## src/design/ccr_pkg.sv

```systemverilog
package ccr_pkg;
   // ----------------------------------------
   // Register map and field layout
   // ----------------------------------------
   // The printed offset (1) is not a multiple of four, so it is kept as an index.
   localparam logic [3:0] CMD_INDEX = 4'h1;
   localparam logic [3:0] STAT_INDEX = 4'h2;
   localparam logic [3:0] CORE_INDEX = 4'h3;
   localparam logic [31:0] CMD_ADDR = {26'h0, CMD_INDEX, 2'b00};
   localparam logic [31:0] STAT_ADDR = {26'h0, STAT_INDEX, 2'b00};
   localparam logic [31:0] CORE_ADDR = {26'h0, CORE_INDEX, 2'b00};
   localparam int BIT_SEND = 0;
   localparam int BIT_ABORT = 1;
   localparam int BIT_FREE = 2;
   localparam int BIT_CLR_OVR = 3;
   localparam int BIT_SLEEP = 4;
   localparam int BIT_WAKE_SEL = 5;
   localparam int BIT_IN1_SW = 6;
   localparam int BIT_IN0_SW = 7;
   localparam logic [3:0] STROBE_READ = 4'hF;
   localparam logic [1:0] SW_RESET = 2'b11;
   localparam logic [1:0] RESP_OKAY = 2'b00;
   localparam logic [1:0] RESP_SLVERR = 2'b10;
   // Least spacing between two buffer releases, in system clock cycles.
   localparam logic [1:0] FREE_GAP = 2'h3;
   typedef enum logic [1:0] {
      ST_AWAKE,
      ST_SLEEP,
      ST_WAIT_IDLE
   } ccr_pwr_t;
endpackage

```

## src/design/ccr_wake.sv

```systemverilog
// ----------------------------------------
// Input routing and wake-up detection
// ----------------------------------------
module ccr_wake (
   input wire logic aclk,
   input wire logic aresetn,
   input wire logic in0_sw,
   input wire logic in1_sw,
   input wire logic wake_select,
   input wire logic comparator_in0,
   input wire logic comparator_in1,
   output logic bus_input0,
   output logic bus_input1,
   output logic bus_activity
);
   logic [2:0] c0_r;
   logic [2:0] c1_r;
   logic c0_s;
   logic c1_s;
   logic single_act;
   logic diff_act;

   // Three-stage synchronisers; a change counts once stages two and three agree.
   always_ff @(posedge aclk) begin
      if (!aresetn) begin
         c0_r <= 3'h7;
         c1_r <= 3'h0;
         c0_s <= 1'b1;
         c1_s <= 1'b0;
      end else begin
         c0_r <= {c0_r[1:0], comparator_in0};
         c1_r <= {c1_r[1:0], comparator_in1};
         if (c0_r[1] == c0_r[2]) c0_s <= c0_r[2];
         if (c1_r[1] == c1_r[2]) c1_s <= c1_r[2];
      end
   end

   // switch decode
   // A switched-off input is modelled as sitting at the half-supply reference,
   // taken here as its recessive level; the 0,0 setting leaves routing as 1,1.
   assign bus_input0 = (in0_sw || !in1_sw) ? c0_s : 1'b1;
   assign bus_input1 = (in1_sw || !in0_sw) ? c1_s : 1'b0;

   // wake mode select
   // Single-ended mode sees either wire leave its reference level; differential
   // mode needs both wires dominant, which rejects noise on one wire.
   assign single_act = !bus_input0 || bus_input1;
   assign diff_act = !bus_input0 && bus_input1;
   assign bus_activity = wake_select ? single_act : diff_act;
endmodule

```

## src/design/ccr_top.sv

```systemverilog
module ccr_top (
   input wire logic aclk,
   input wire logic aresetn,
   input wire logic [31:0] s_axi_awaddr,
   input wire logic s_axi_awvalid,
   output logic s_axi_awready,
   input wire logic [31:0] s_axi_wdata,
   input wire logic [3:0] s_axi_wstrb,
   input wire logic s_axi_wvalid,
   output logic s_axi_wready,
   output logic [1:0] s_axi_bresp,
   output logic s_axi_bvalid,
   input wire logic s_axi_bready,
   input wire logic [31:0] s_axi_araddr,
   input wire logic s_axi_arvalid,
   output logic s_axi_arready,
   output logic [31:0] s_axi_rdata,
   output logic [1:0] s_axi_rresp,
   output logic s_axi_rvalid,
   input wire logic s_axi_rready,
   input wire logic ctrl_reset_req,
   input wire logic irq_pending,
   input wire logic tx_started,
   input wire logic tx_done,
   input wire logic rx_stored,
   input wire logic rx_overrun,
   input wire logic bus_free,
   input wire logic comparator_in0,
   input wire logic comparator_in1,
   output logic bus_input0,
   output logic bus_input1,
   output logic tx_pending,
   output logic tx_active,
   output logic free_rx_strobe,
   output logic overrun_flag,
   output logic send_done_flag,
   output logic send_buffer_free,
   output logic rx_status_flag,
   output logic asleep,
   output logic rx_enable,
   output logic wake_irq
);
   // ----------------------------------------
   // Write channel
   // ----------------------------------------
   logic [31:0] awaddr_r;
   logic aw_held_r;
   logic [31:0] wdata_r;
   logic [3:0] wstrb_r;
   logic w_held_r;
   logic bvalid_r;
   logic [1:0] bresp_r;
   logic wr_fire;
   logic wr_cmd;
   logic wr_lane0;
   logic [7:0] wr_byte;

   assign s_axi_awready = !aw_held_r && !bvalid_r;
   assign s_axi_wready = !w_held_r && !bvalid_r;
   assign s_axi_bvalid = bvalid_r;
   assign s_axi_bresp = bresp_r;
   assign wr_fire = aw_held_r && w_held_r;
   assign wr_cmd = wr_fire && (awaddr_r == ccr_pkg::CMD_ADDR);
   assign wr_lane0 = wr_cmd && wstrb_r[0];
   assign wr_byte = wdata_r[7:0];

   // Address and data are latched independently, in either order.
   always_ff @(posedge aclk) begin
      if (!aresetn) begin
         aw_held_r <= 1'b0;
         w_held_r <= 1'b0;
         awaddr_r <= 32'h0000_0000;
         wdata_r <= 32'h0000_0000;
         wstrb_r <= 4'h0;
         bvalid_r <= 1'b0;
         bresp_r <= ccr_pkg::RESP_OKAY;
      end else begin
         if (s_axi_awvalid && s_axi_awready) begin
            aw_held_r <= 1'b1;
            awaddr_r <= s_axi_awaddr;
         end
         if (s_axi_wvalid && s_axi_wready) begin
            w_held_r <= 1'b1;
            wdata_r <= s_axi_wdata;
            wstrb_r <= s_axi_wstrb;
         end
         if (wr_fire) begin
            aw_held_r <= 1'b0;
            w_held_r <= 1'b0;
            bvalid_r <= 1'b1;
            bresp_r <= wr_cmd ? ccr_pkg::RESP_OKAY : ccr_pkg::RESP_SLVERR;
         end else if (bvalid_r && s_axi_bready) begin
            bvalid_r <= 1'b0;
         end
      end
   end

   // ----------------------------------------
   // Command strobes and stored bits
   // ----------------------------------------
   logic send_stb;
   logic abort_stb;
   logic free_stb;
   logic clr_ovr_stb;
   logic sleep_cmd_r;
   logic wake_select_r;
   logic [1:0] sw_r;
   logic [1:0] free_gap_r;

   assign send_stb = wr_lane0 && wr_byte[ccr_pkg::BIT_SEND];
   assign abort_stb = wr_lane0 && wr_byte[ccr_pkg::BIT_ABORT];
   // release receive buffer
   // A release inside the spacing window is dropped, as on the real part.
   assign free_stb = wr_lane0 && wr_byte[ccr_pkg::BIT_FREE] && (free_gap_r == 2'h0);
   assign clr_ovr_stb = wr_lane0 && wr_byte[ccr_pkg::BIT_CLR_OVR];
   assign free_rx_strobe = free_stb;

   // Stored control bits; switches change only under controller reset.
   always_ff @(posedge aclk) begin
      if (!aresetn) begin
         sleep_cmd_r <= 1'b0;
         wake_select_r <= 1'b0;
         sw_r <= ccr_pkg::SW_RESET;
         free_gap_r <= 2'h0;
      end else begin
         if (wr_lane0) begin
            sleep_cmd_r <= wr_byte[ccr_pkg::BIT_SLEEP];
            wake_select_r <= wr_byte[ccr_pkg::BIT_WAKE_SEL];
         end
         if (wr_lane0 && ctrl_reset_req) begin
            sw_r <= {wr_byte[ccr_pkg::BIT_IN0_SW], wr_byte[ccr_pkg::BIT_IN1_SW]};
         end
         if (free_stb) begin
            free_gap_r <= ccr_pkg::FREE_GAP - 2'h1;
         end else if (free_gap_r != 2'h0) begin
            free_gap_r <= free_gap_r - 2'h1;
         end
      end
   end

   // ----------------------------------------
   // Transmit request and status flags
   // ----------------------------------------
   logic tx_pending_r;
   logic tx_active_r;
   logic done_r;
   logic ovr_r;
   logic rbs_r;

   assign tx_pending = tx_pending_r;
   assign tx_active = tx_active_r;
   assign send_done_flag = done_r;
   assign overrun_flag = ovr_r;
   assign rx_status_flag = rbs_r;
   assign send_buffer_free = !tx_pending_r && !tx_active_r;

   // Flags that hardware sets give the set priority over a same-cycle clear.
   always_ff @(posedge aclk) begin
      if (!aresetn || ctrl_reset_req) begin
         tx_pending_r <= 1'b0;
         tx_active_r <= 1'b0;
         done_r <= 1'b1;
         ovr_r <= 1'b0;
         rbs_r <= 1'b0;
      end else begin
         if (tx_pending_r && tx_started) begin
            tx_pending_r <= 1'b0;
            tx_active_r <= 1'b1;
         end else if (send_stb && send_buffer_free) begin
            tx_pending_r <= 1'b1;
         end else if (abort_stb) begin
            tx_pending_r <= 1'b0;
         end
         if (tx_active_r && tx_done) begin
            tx_active_r <= 1'b0;
         end
         if (tx_active_r && tx_done) begin
            done_r <= 1'b1;
         end else if (send_stb && send_buffer_free) begin
            done_r <= 1'b0;
         end
         if (rx_overrun) begin
            ovr_r <= 1'b1;
         end else if (clr_ovr_stb) begin
            ovr_r <= 1'b0;
         end
         if (rx_stored) begin
            rbs_r <= 1'b1;
         end else if (free_stb) begin
            rbs_r <= 1'b0;
         end
      end
   end

   // ----------------------------------------
   // Sleep control and wake-up
   // ----------------------------------------
   logic bus_activity;
   ccr_pkg::ccr_pwr_t pwr_r;
   ccr_pkg::ccr_pwr_t pwr_nxt;
   logic wake_irq_r;
   logic wake_nxt;

   ccr_wake u_wake (
      .aclk(aclk),
      .aresetn(aresetn),
      .in0_sw(sw_r[1]),
      .in1_sw(sw_r[0]),
      .wake_select(wake_select_r),
      .comparator_in0(comparator_in0),
      .comparator_in1(comparator_in1),
      .bus_input0(bus_input0),
      .bus_input1(bus_input1),
      .bus_activity(bus_activity)
   );

   always_comb begin
      pwr_nxt = pwr_r;
      wake_nxt = 1'b0;
      case (pwr_r)
         ccr_pkg::ST_AWAKE: begin
            if (sleep_cmd_r && !irq_pending && !bus_activity && !tx_active_r) pwr_nxt = ccr_pkg::ST_SLEEP;
         end
         ccr_pkg::ST_SLEEP: begin
            if (bus_activity) begin
               pwr_nxt = ccr_pkg::ST_WAIT_IDLE;
               wake_nxt = 1'b1;
            end else if (!sleep_cmd_r) begin
               pwr_nxt = ccr_pkg::ST_AWAKE;
               wake_nxt = 1'b1;
            end
         end
         ccr_pkg::ST_WAIT_IDLE: begin
            if (bus_free) pwr_nxt = ccr_pkg::ST_AWAKE;
         end
         default: pwr_nxt = ccr_pkg::ST_AWAKE;
      endcase
   end

   // A bus wake leaves the sleep bit set; software must clear it to stop re-entry.
   always_ff @(posedge aclk) begin
      if (!aresetn) begin
         pwr_r <= ccr_pkg::ST_AWAKE;
         wake_irq_r <= 1'b0;
      end else begin
         pwr_r <= pwr_nxt;
         wake_irq_r <= wake_nxt;
      end
   end

   assign asleep = (pwr_r == ccr_pkg::ST_SLEEP);
   assign rx_enable = (pwr_r == ccr_pkg::ST_AWAKE);
   assign wake_irq = wake_irq_r;

   // ----------------------------------------
   // Read channel
   // ----------------------------------------
   logic rvalid_r;
   logic [31:0] rdata_r;
   logic [1:0] rresp_r;
   logic [7:0] cmd_view;
   logic [7:0] stat_view;
   logic [7:0] core_view;

   assign cmd_view = {sw_r, wake_select_r, asleep, ccr_pkg::STROBE_READ};
   assign stat_view = {4'h0, done_r, send_buffer_free, ovr_r, rbs_r};
   assign core_view = {6'h00, tx_active_r, tx_pending_r};
   assign s_axi_arready = !rvalid_r;
   assign s_axi_rvalid = rvalid_r;
   assign s_axi_rdata = rdata_r;
   assign s_axi_rresp = rresp_r;

   // Reads answer one cycle after the address is taken.
   always_ff @(posedge aclk) begin
      if (!aresetn) begin
         rvalid_r <= 1'b0;
         rdata_r <= 32'h0000_0000;
         rresp_r <= ccr_pkg::RESP_OKAY;
      end else if (s_axi_arvalid && !rvalid_r) begin
         rvalid_r <= 1'b1;
         rresp_r <= ccr_pkg::RESP_OKAY;
         if (s_axi_araddr == ccr_pkg::CMD_ADDR) rdata_r <= {24'h00_0000, cmd_view};
         else if (s_axi_araddr == ccr_pkg::STAT_ADDR) rdata_r <= {24'h00_0000, stat_view};
         else if (s_axi_araddr == ccr_pkg::CORE_ADDR) rdata_r <= {24'h00_0000, core_view};
         else begin
            rdata_r <= 32'h0000_0000;
            rresp_r <= ccr_pkg::RESP_SLVERR;
         end
      end else if (rvalid_r && s_axi_rready) begin
         rvalid_r <= 1'b0;
      end
   end
endmodule

```

## config.mk

```make
export PLATFORM = sky130hd
export DESIGN_NAME = ccr_top
export DESIGN_NICKNAME = d
export VERILOG_FILES = /design/src/design/ccr_pkg.sv /design/src/design/ccr_wake.sv /design/src/design/ccr_top.sv
export SDC_FILE = /design/constraint.sdc
export NUM_CORES = 1
export LEC_CHECK = 0
export BUFFER_PORTS_ARGS = -buffer_cell sky130_fd_sc_hd__buf_2
export CELL_PAD_IN_SITES_DETAIL_PLACEMENT = 1
export CELL_PAD_IN_SITES_GLOBAL_PLACEMENT = 1
export CORE_ASPECT_RATIO = 0.75
export CORE_MARGIN = 5
export CORE_UTILIZATION = 34
export DETAILED_ROUTE_END_ITERATION = 6
export GPL_TIMING_DRIVEN = 0
export PLACE_DENSITY = 0.94
export REMOVE_ABC_BUFFERS = 1
export SLEW_MARGIN = 20
export SYNTH_ARGS = -nofsm -noshare
export SYNTH_HDL_FRONTEND = slang
export SYNTH_SLANG_ARGS = --single-unit
```

## constraint.sdc

```tcl
create_clock -name aclk -period 3.2 [get_ports aclk]
set_clock_uncertainty 0.2 [all_clocks]
set_input_delay 0.48 -clock aclk [delete_from_list [all_inputs] [get_ports aclk]]
set_output_delay 0.48 -clock aclk [all_outputs]
set_load 0.01 [all_outputs]
```

**After elaboration in Yosys (flattened, before gate mapping)**

Index checks and enable logic that the tools add are counted.

- Bits in registers: 103
- Bits of input ports: 116
- Word-level logic and storage cells: 123

- Add/sub/neg operators: 1
- Eq/ne operators: 11
- Muxes and demuxes: 29
- Bitwise operators: 1
- Reduce and logical (&&, ||, !) cells: 55

Operators by type and width:

| kind | number |
|---|---|
| 32-bit by 3-bit == test with 1-bit output (second input constant) | 2 |
| 32-bit by 4-bit == test with 1-bit output (second input constant) | 2 |
| 1-bit logical AND | 24 |
| 2-bit two-way mux | 11 |
| 1-bit two-way mux | 15 |
| 2-bit nonzero test | 7 |
| 1-bit zero test | 12 |
| 8-bit two-way mux | 1 |
| 2-bit OR reduction | 4 |
| 2-bit one-hot mux with 3 select lines | 1 |
| 2-bit zero test | 2 |
| 1-bit logical OR | 4 |
| 4-bit two-way mux | 1 |
| 3-bit by 2-bit != test with 1-bit output (second input constant) | 1 |
| 3-bit AND reduction | 1 |
| 1-bit == test | 2 |
| 2-bit by 1-bit == test with 1-bit output (second input constant) | 1 |
| 2-bit == test (second input constant) | 1 |
| 2-bit by 1-bit != test with 1-bit output (second input constant) | 1 |
| 2-bit != test (second input constant) | 1 |
| 2-bit AND reduction | 1 |
| 2-bit by 1-bit subtractor with 2-bit output (second input constant) | 1 |
| 1-bit inverter | 1 |

**Longest topological paths before layout**

Gate-level depths: netlist (run 1).

- Depth in word-level cells: 11
- Gate-level depth with buffers: 6
- Mapped depth without buffers: 4

**By module**

Synthesis (run 1) repeated with hierarchy kept, for this count alone.

- Cell total of the unflattened synthesis: 395
- Area total of the unflattened synthesis: 3,243.1 um^2

By module, submodules not included:

| module | instances | cells each | area an instance (um^2) | seq. area each (um^2) |
|---|---|---|---|---|
| ccr_top | 1 | 367 | 2,955.3 | 1,381.3 |
| ccr_wake | 1 | 28 | 287.8 | 160.2 |

**Least setup slack after synthesis (run 1)**

OpenSTA, ideal clock, no wires.

- Path type: flip-flop to output port
- From: register awaddr_r[31]
- To: output port free_rx_strobe
- Data arrival time: 1,376 ps
- Required time: 2,520 ps
- Slack: 1,144 ps
- Cell stages (with the launch flop): 4
- Path through: dfxtp_1 -> nor4_2 -> nand4_2 -> nor4_1

- Longest elaborated chain between the ends: 5

RTL lines:

| item | RTL line | RTL |
|---|---|---|
| start, declared | ccr_top.sv:46 | `logic [31:0] awaddr_r;` |
| start signal, assigned | ccr_top.sv:80 | `awaddr_r <= s_axi_awaddr;` |
| 32-bit by 3-bit == test with 1-bit output | ccr_top.sv:63 | `assign wr_cmd = wr_fire && (awaddr_r == ccr_pkg::CMD_ADDR);` |
| 1-bit logical AND | ccr_top.sv:63 |  |
| 1-bit logical AND | ccr_top.sv:64 | `assign wr_lane0 = wr_cmd && wstrb_r[0];` |
| 1-bit logical AND (2 in a row) | ccr_top.sv:114 | `assign free_stb = wr_lane0 && wr_byte[ccr_pkg::BIT_FREE] && (free_gap_r == 2'h0);` |
| end, declared | ccr_top.sv:34 | `output logic free_rx_strobe,` |

No other way between the ends.

**Final worst setup path (run 1)**

- From: register awaddr_r[18]
- To: output port free_rx_strobe

Same word-level chain as after synthesis.

==> impl_results.md, run 1 <==
- H-tree Lvls: 3
- Clock tree from TritonCTS: yes
- Vias in the first global route: 3106
- Port bufs: roughly 120
- Final Max Tran Viols: 0
- Worst EP arrival: roughly 2.2 ns
- Clk slew on worst S/H paths: about 0.06 ns
- Top_reg_cell synth: dfxtp_1
- WL met3: around 420 um
- Final worst slack: ~0.36 ns
- Hold WC Path Type: input pin to flip-flop
- Startpoint type of the worst setup path: flip-flop
- Largest net degree at the start of global routing: 42
- Die extent in x: between 100 and 150 um
- CTS Sinks: 77
- DR iter-0 viols: between 100 and 150
- Placed insts: between 600 and 700
- Chip height: about 95 um
- Max Freq: between 300 and 400 MHz
- Sequential share of the synthesized area: 0.475
- Most frequent cells in the layout: 115 x buf_2, 108 x nand2_1, 77 x dfxtp_1, 58 x a21oi_1, 26 x conb_1
- Fin cells: about 640
- Max-cap violations: 0
- Nets: between 600 and 700
- Initial core utilization: 0.354
- Metal-1 WL: roughly 4.0 mm
- VDD IR max: roughly 0.34 mV
- Die area: about 0.012 mm^2
- Vias: between 3000 and 4000
- Worst rel slew slack: 0.603
- Drt first pass iters: 4
- Vias per cell: ~4.7
- Root buffer cell: clkbuf_16
- DP Area: approximately 0.0038 mm^2
- # setup viols final: 0
- Placer congestion estimate: around 0.75
- Worst slew pin tran: between 0.5 and 0.6 ns
- Static leakage: about 1.8 nW
- Number of synthesized flops with an enable pin: 0
- Pwr Density: around 570 mW/mm^2
- Most common cell after layout, fill and taps aside: buf_2
- Clock Path Buffers: 2
- Gr usage total: 0.159
- Type of the worst setup path: flip-flop to output port
- Mean post-synth cell area: just over 8 um^2
- Total Wirelength: between 9 and 10 mm
- Power, Total: roughly 2.4 mW
- Wire per inst: about 15 um
- # DRC: 0
- Register-to-register setup slack: about 1.1 ns
- Core ar.: between 0.009 and 0.01 mm^2
- Count of antenna-violating nets left after detailed routing: 0
- Final non-filler cell area: slightly above 0.004 mm^2
- First-pass GRT wire length: ~15 mm
- Critical path required time: 2.52 ns
- Kind of end point of the critical path: output port
- Final hold slack: 0.133 ns
- Unrepaired setup endpoints after global routing: false
- Post-Route Setup TNS: 0 ns
- FFs w/ async S/R, synth: 0
- #FFs+latches synth: just under 80
- Final core utilization: 0.454
- Hold buffers post-CTS: 0
- FP Rows: 30
- Final-report hold violation count: 0
- Yosys cell types: 41
- Layout cells sized above 1: 0.275
- GR Overflow Total: 0
- Mapped Cells: slightly below 400
- DP Worst Slack: roughly 0.69 ns
- Antenna violations before repair: 0
- Area growth syn-to-layout: 28.2%
- TritonCTS Buffers: 9
- # IOs: between 150 and 200
- WL met2: between 4 and 5 mm
- Hpwl dp: roughly 7.3 mm
- Post_cts resized: 0
- FILL cells: between 1000 and 1500
- Netlist Area Pre-Place: 0.00324 mm^2
- Status: complete, no violations
- Ys Warns: 0
- Clk_lat worst skew: ~0.32 ns
- Final worst-path cycle share: 0.887
- Fin crit period: approximately 2.8 ns
- Crit Path Max Fanout: 3
- Inserted Diodes: 0
- Top Layer Used: met4
- Post-CTS Setup Bufs: 0
==> cell type report <==
cell class | instances | area, um^2 | share of cell area
Clock buffer | 12 | 256 | 0.0617
Clock inverter | 3 | 68.8 | 0.0166
Inverter | 4 | 15.0 | 0.00361
Multi-Input combinational cell | 297 | 1520 | 0.365
Sequential cell | 77 | 1540 | 0.371
Tap cell | 128 | 160 | 0.0385
Timing Repair Buffer | 116 | 596 | 0.143
==> sequential cells by signal, indices dropped and copies added (netlist names), 2 cells and up <==
| signal | count |
|---|---|
| awaddr_r | 32 |
| free_gap_r | 2 |
| pwr_r | 2 |
| s_axi_rdata | 8 |
| sw_r | 2 |
| u_wake.c0_r | 3 |
| u_wake.c1_r | 3 |
| wdata_r | 8 |
==> where the power goes <==
group | switching [mW] | internal, mW | leakage, nW
combinational | 0.141 | 0.0964 | 1.00
sequential | 0.0300 | 1.00 | 0.630
clock | 0.367 | 0.722 | 0.159
==> logic make-up after synthesis <==
kind of cell / after synthesis / synth area share
simple gates: 190 / 0.287
compound gates: 77 / 0.137
mux: 4 / 0.0124
buf+inv: 48 / 0.0865
other cells: 1 / 0.00116
flops: 77 / 0.475
==> layer usage <==
| metal | global-route usage | vias to the layer above |
|---|---|---|
| met5 | 0 | - |
| met4 | 0.0447 | 0 |
| met3 | 0.0461 | 11 |
| met2 | 0.281 | 64 |
| met1 | 0.188 | 1421 |
| li1 | - | 1508 |
==> worst paths after layout <==
| check | start | cells after the start | endpoint |
|---|---|---|---|
| hold reg to reg | u_wake.c0_r[0] | 1 | u_wake.c0_r[1] |
| setup / recovery | awaddr_r[18] | 4 | free_rx_strobe |
| hold / removal | comparator_in0 | 2 | u_wake.c0_r[0] |
| setup reg to reg | awaddr_r[18] | 4 | sw_r[1] |
==> critical path, stage by stage, from the launching register on <==
cell and delay (ns):
dfxtp_1 0.32, nor4_1 0.52, nand3_1 0.24, nor4_1 0.50, buf_2 0.25
==> Yosys cell counts (5+ instances only) <==
| cell | n | area share |
|---|---|---|
| nor4_1 | 12 | 0.023 |
| buf_4 | 26 | 0.060 |
| clkbuf_1 | 14 | 0.016 |
| nor2b_1 | 5 | 0.0096 |
| nand2_1 | 109 | 0.13 |
| nand2b_1 | 10 | 0.019 |
| nand3_1 | 10 | 0.015 |
| a21oi_1 | 58 | 0.090 |
| and2_1 | 8 | 0.015 |
| nor2_1 | 14 | 0.016 |
| dfxtp_1 | 77 | 0.48 |
No activity file was read; power rests on OpenSTA's default activity.
==> run 2, diff against run 1 <==
- CORE_UTILIZATION: 34 -> 31
- PLACE_DENSITY: 0.94 -> 0.87
- clock period: 3.2 -> 3.15 ns (I/O delays scaled with it)
==> run 2 against run 1 <==
  * Sequential share of layout area fell by 0.089 points
  * Critical path depth did not move
  * Sequential cell count did not move
  * Clock power barely moved
  * Final area rose by 0.24%
  * Utilization fell by 4.7 points
  * Critical endpoint unchanged
  * Largest cell class unchanged
==> impl_results.md, run 2 (synthesis results as in run 1) <==
- Status: complete, no violations
- H-tree Lvls: 3 (unchanged)
- Total Wirelength: 9.61 mm (+3.5%)
- Max incr delay on CP: 0.58 ns (+0.06 ns)
- Most common cell after layout, fill and taps aside: buf_2
- Pwr Density: 576 mW/mm^2 (+1.4%)
- Post-CTS Setup Bufs: 0 (unchanged)
- Critical Path Source: awaddr_r[15]
- Post_cts resized: 0 (unchanged)
- Clk slew on worst S/H paths: 0.06 ns (about the same)
- Critical path required time: 2.48 ns (-0.04 ns)
- Worst rel slew slack: 0.587 (-0.0161)
- Final Max Tran Viols: 0 (unchanged)
- Clock Path Buffers: 2 (unchanged)
- Count of antenna-violating nets left after detailed routing: 0 (unchanged)
- Worst EP arrival: 2.29 ns (+0.13 ns)
- Delay-heaviest family, CP: simple AND/OR/NAND/NOR gates
- GR Overflow Total: 0 (unchanged)
- Unrepaired setup endpoints after global routing: false
- Gr usage total: 0.154 (-0.00543)
- # setup viols final: 0 (unchanged)
- Placer congestion estimate: 0.743 (-0.84%)
- Area of the multi-input gates: 0.00152 mm^2 (unchanged)
- Type of the worst setup path: flip-flop to output port
- Vias per cell: 4.74 (+0.61%)
- Final-report hold violation count: 0 (unchanged)
- Most frequent cells in the layout: 115 x buf_2, 108 x nand2_1, 77 x dfxtp_1, 58 x a21oi_1, 26 x conb_1
- Crit Path Max Fanout: 3 (unchanged)
- Vias in the first global route: 3319 (+6.9%)
- Core ar.: 0.0102 mm^2 (+12%)
- CTS Sinks: 77 (unchanged)
- # IOs: 169 (unchanged)
- TritonCTS Buffers: 9 (unchanged)
- Hold buffers post-CTS: 0 (unchanged)
- Hold WC Path Type: input pin to flip-flop
- # DRC: 0 (unchanged)
- R2R depth: 4 (unchanged)
- Max-cap violations: 0 (unchanged)
- Clk_lat worst skew: 0.33 ns (about the same)
- Port bufs: 115 (unchanged)
- Wire per inst: 14.9 um (+2.0%)
- Post-Route Setup TNS: 0 ns (unchanged)
- First-pass GRT wire length: 15.6 mm (+7.2%)
- Die extent in x: 128 um (+4.3%)
- Worst path depth: 4 (unchanged)
- FP Rows: 32 (+6.7%)
- Die area: 0.0126 mm^2 (+8.8%)
- Inserted Diodes: 0 (unchanged)
- Antenna violations before repair: 1 (+1)
- Register area: 0.00154 mm^2 (unchanged)
- Max Freq: around 340 MHz
- Vias: 3065 (+2.0%)
- DR iter-0 viols: 106 (-14%)
- Worst slew pin tran: 0.613 ns (+0.0206 ns)
- Kind of end point of the critical path: output port
- Crit-path cells: nor4_1, nand3_1, nor4_1, buf_2
- Final hold slack: 0.124 ns (-0.00894 ns)
- Number of flip-flops in the largest register: 32 (unchanged)
- Register-to-register setup slack: 0.90 ns (-0.16 ns)
- Hpwl dp: 7.60 mm (+3.6%)
- CP dominant cell by count: nor4_1
- Nets: 621 (unchanged)
- Fin crit period: between 2 and 3 ns
- FILL cells: 1302 (+11%)
- Slowest stage cell on the critical path: nor4_1
- Hold Path Depth: 2 (unchanged)
- Layout cells sized above 1: 0.278 (+0.00338)
- Chip height: 98.6 um (+4.2%)
- End point of the critical path: free_rx_strobe
- FF-to-FF Start: awaddr_r[15]
- Static leakage: 1.79 nW (about the same)
- Clock tree from TritonCTS: yes
- Root buffer cell: clkbuf_16
- Largest net degree at the start of global routing: 34 (-19%)
- Final worst-path cycle share: 0.941
- R2r endpoint: rx_status_flag
- Drt first pass iters: 4 (unchanged)
- Area growth syn-to-layout: 28.5%
- Startpoint type of the worst setup path: flip-flop
- Register with the most flip-flops: awaddr_r
- Worst Path Buf+Inv: 1 (unchanged)
- Initial core utilization: 0.316 (-0.0377)
- VDD IR max: 0.208 mV (-38%)
[run 2: how the worst min path moves through the flow]
stage              startpoint             end  slack (ns)
2_1_floorplan  u_wake.c0_r[0]  u_wake.c0_r[1]        0.19
4_1_cts        comparator_in0  u_wake.c0_r[0]        0.11
5_1_grt        comparator_in0  u_wake.c0_r[0]        0.13
6_report       comparator_in0  u_wake.c0_r[0]        0.12
3_3_place_gp   u_wake.c0_r[0]  u_wake.c0_r[1]        0.19
3_5_place_dp   u_wake.c0_r[0]  u_wake.c0_r[1]        0.20
[run 2: routing by layer]
| layer | part of all wire | vias up | routed length, um | GRT usage |
|---|---|---|---|---|
| met2 | 0.53 | 73 | 5060 | 0.274 |
| met1 | 0.41 | 1461 | 3890 | 0.177 |
| li1 | - | 1511 | - | - |
| met4 | 0.019 | 2 | 180 | 0.0571 |
| met5 | 0.0011 | - | 11 | 0 |
| met3 | 0.048 | 18 | 465 | 0.0379 |
[run 2: report_power, final]
group | total, mW | switching, mW | leakage (nW) | internal (mW)
sequential | 1.05 | 0.0302 | 0.630 | 1.02
combinational | 0.246 | 0.148 | 1.00 | 0.0980
clock | 1.10 | 0.391 | 0.158 | 0.713
[run 2: area by class of cell]
class	count	area share
clock buffer	10	0.0574
clock inverter	6	0.0207
inverter	4	0.00360
multi-input combinational	297	0.364
sequential	77	0.370
tap	136	0.0409
timing repair buffer	116	0.143
[run 2: through the flow]
step	setup WS (ns)	std cells	util	cell area [um^2]	power, mW
floorplan	1.10	378	-	3070	1.20
global placement	0.581	629	0.372	3820	1.30
detailed placement	0.557	630	0.374	3840	1.32
CTS	0.184	646	0.406	4160	2.44
global route	0.0899	646	0.406	4170	2.51
finish	0.185	646	0.406	4170	2.40
==> run 3, diff against run 2 <==
- BUFFER_PORTS_ARGS: -buffer_cell sky130_fd_sc_hd__buf_2 -> -buffer_cell sky130_fd_sc_hd__buf_4
==> run 3 against run 2 <==
  * Wire length rose by 1.6%
  * Critical path depth unchanged
  * Sequential share of layout area is 2.4 points lower
  * Combinational power is 14% higher
  * Via count down 0.72%
  * Non-clock buffer count unchanged
  * Fmax grew 4.3%
  * Setup slack improved by 0.12 ns
==> impl_results.md, run 3 (synthesis results as in run 1) <==
- Status: complete, no violations
- Type of the worst setup path: flip-flop to output port
- # setup viols final: 0 (unchanged)
- Clk_lat worst skew: 0.33 ns (about the same)
- # DRC: 0 (unchanged)
- Power, Total: 2.40 mW (+0.17%)
- Delay-heaviest family, CP: simple AND/OR/NAND/NOR gates
- Largest net degree at the start of global routing: 38 (+12%)
- Most frequent cells in the layout: 115 x buf_4, 108 x nand2_1, 77 x dfxtp_1, 58 x a21oi_1, 26 x conb_1
- Count of antenna-violating nets left after detailed routing: 0 (unchanged)
- Final core utilization: 0.434 (+0.0277)
- Max incr delay on CP: 0.58 ns (about the same)
- Initial core utilization: 0.316 (unchanged)
- Nets: 621 (unchanged)
- Placed insts: 630 (unchanged)
- Slowest stage cell on the critical path: nor4_1
- Fin cells: 646 (unchanged)
- Placer congestion estimate: 0.768 (+3.4%)
- Vias per cell: 4.71 (-0.72%)
- TritonCTS Buffers: 9 (unchanged)
- Clock Path Buffers: 2 (unchanged)
- Clk slew on worst S/H paths: 0.06 ns (about the same)
- Crit Path Max Fanout: 3 (unchanged)
- Register with the most flip-flops: awaddr_r
- Wire per inst: 15.1 um (+1.6%)
- Layout cells sized above 1: 0.280 (+0.00196)
- DR iter-0 viols: 106 (unchanged)
- H-tree Lvls: 3 (unchanged)
- Max Freq: 352 MHz (+4.3%)
- First-pass GRT wire length: 15.8 mm (+1.6%)
- Fin crit period: 2.84 ns (-0.121 ns)
- Die extent in x: 128 um (unchanged)
- Drt first pass iters: 4 (unchanged)
- Post-Route Setup TNS: 0 ns (unchanged)
- Post_cts resized: 0 (unchanged)
- Pwr Density: 540 mW/mm^2 (-6.2%)
- Final-report hold violation count: 0 (unchanged)
- FILL cells: 1246 (-4.3%)
- Antenna violations before repair: 0 (-1)
- Gr usage total: 0.157 (+0.00302)
- Max-cap violations: 0 (unchanged)
- # IOs: 169 (unchanged)
- Most common cell after layout, fill and taps aside: buf_4
- Hpwl dp: 7.73 mm (+1.7%)
- Root buffer cell: clkbuf_16
- Crit-path cells: nor4_1, nand3_1, nor4_2, buf_4
- Port bufs: 115 (unchanged)
- Die area: 0.0126 mm^2 (unchanged)
- DP Area: 0.00412 mm^2 (+7.5%)
- Area growth syn-to-layout: 37.2%
- Hold WC Path Type: input pin to flip-flop
- Worst Path Buf+Inv: 1 (unchanged)
- Vias: 3043 (-0.72%)
- Kind of end point of the critical path: output port
- Hold buffers post-CTS: 0 (unchanged)
- Critical path required time: 2.48 ns (about the same)
- VDD IR max: 0.237 mV (+14%)
- Unrepaired setup endpoints after global routing: false
- Worst EP arrival: 2.17 ns (-0.12 ns)
- Clock tree from TritonCTS: yes
- Vias in the first global route: 3275 (-1.3%)
- Final worst-path cycle share: 0.903 (-0.0385)
- Final Max Tran Viols: 0 (unchanged)
- Startpoint type of the worst setup path: flip-flop
- Core ar.: 0.0102 mm^2 (unchanged)
- Final non-filler cell area: 0.00445 mm^2 (+6.8%)
- Total Wirelength: 9.76 mm (+1.6%)
- Post-CTS Setup Bufs: 0 (unchanged)
- GR Overflow Total: 0 (unchanged)
- CTS Sinks: 77 (unchanged)
- Worst rel slew slack: 0.570 (-0.0169)
- Static leakage: 1.88 nW (+4.7%)
- Number of flip-flops in the largest register: 32 (unchanged)
- Inserted Diodes: 0 (unchanged)
- Worst slew pin tran: 0.638 ns (+0.0251 ns)
- Chip height: 98.6 um (unchanged)
- FP Rows: 32 (unchanged)
-- run 3: changes by cell type in the layout (fill, tap and decap cells not counted), sizes merged --
cell,delta
inv,+4
clkinv,-2
bufinv,-1
clkinvlp,-1
-- run 3: cell type report --
class,count,area (um^2),area share
Tap cell,136,170,0.0382
Inverter,4,15.0,0.00337
Clock inverter,6,76.3,0.0172
Multi-Input combinational cell,297,1520,0.343
Timing Repair Buffer,116,883,0.199
Sequential cell,77,1540,0.346
Clock buffer,10,239,0.0537
-- run 3: through the flow --
step / hold WS (ns) / setup WS, ns
after floorplan: 0.186 / 1.10
after global placement: 0.190 / 0.574
after detailed placement: 0.201 / 0.483
after CTS: 0.108 / 0.123
after global routing: 0.112 / 0.153
final: 0.119 / 0.306
-- run 3: power breakdown --
group,internal (mW),switching (mW),leakage [nW]
clock,0.650,0.424,0.156
sequential,1.02,0.0299,0.630
combinational,0.133,0.148,1.09
total,1.80,0.602,1.88
-- run 3: final timing paths --
kind                  start        endpoint  slack (ns)  cells past startpoint
max            awaddr_r[15]  free_rx_strobe        0.31                      4
min          comparator_in0  u_wake.c0_r[0]        0.12                      2
max reg2reg    awaddr_r[15]     sleep_cmd_r        0.89                      4
min reg2reg  u_wake.c0_r[0]  u_wake.c0_r[1]        0.21                      1
-- run 3: per-layer routing --
layer | global-route usage | vias to the layer above | part of all wire
li1 | - | 1519 | -
met1 | 0.184 | 1443 | 0.41
met2 | 0.279 | 68 | 0.53
met3 | 0.0374 | 13 | 0.041
met4 | 0.0522 | 0 | 0.018
met5 | 0 | - | 0
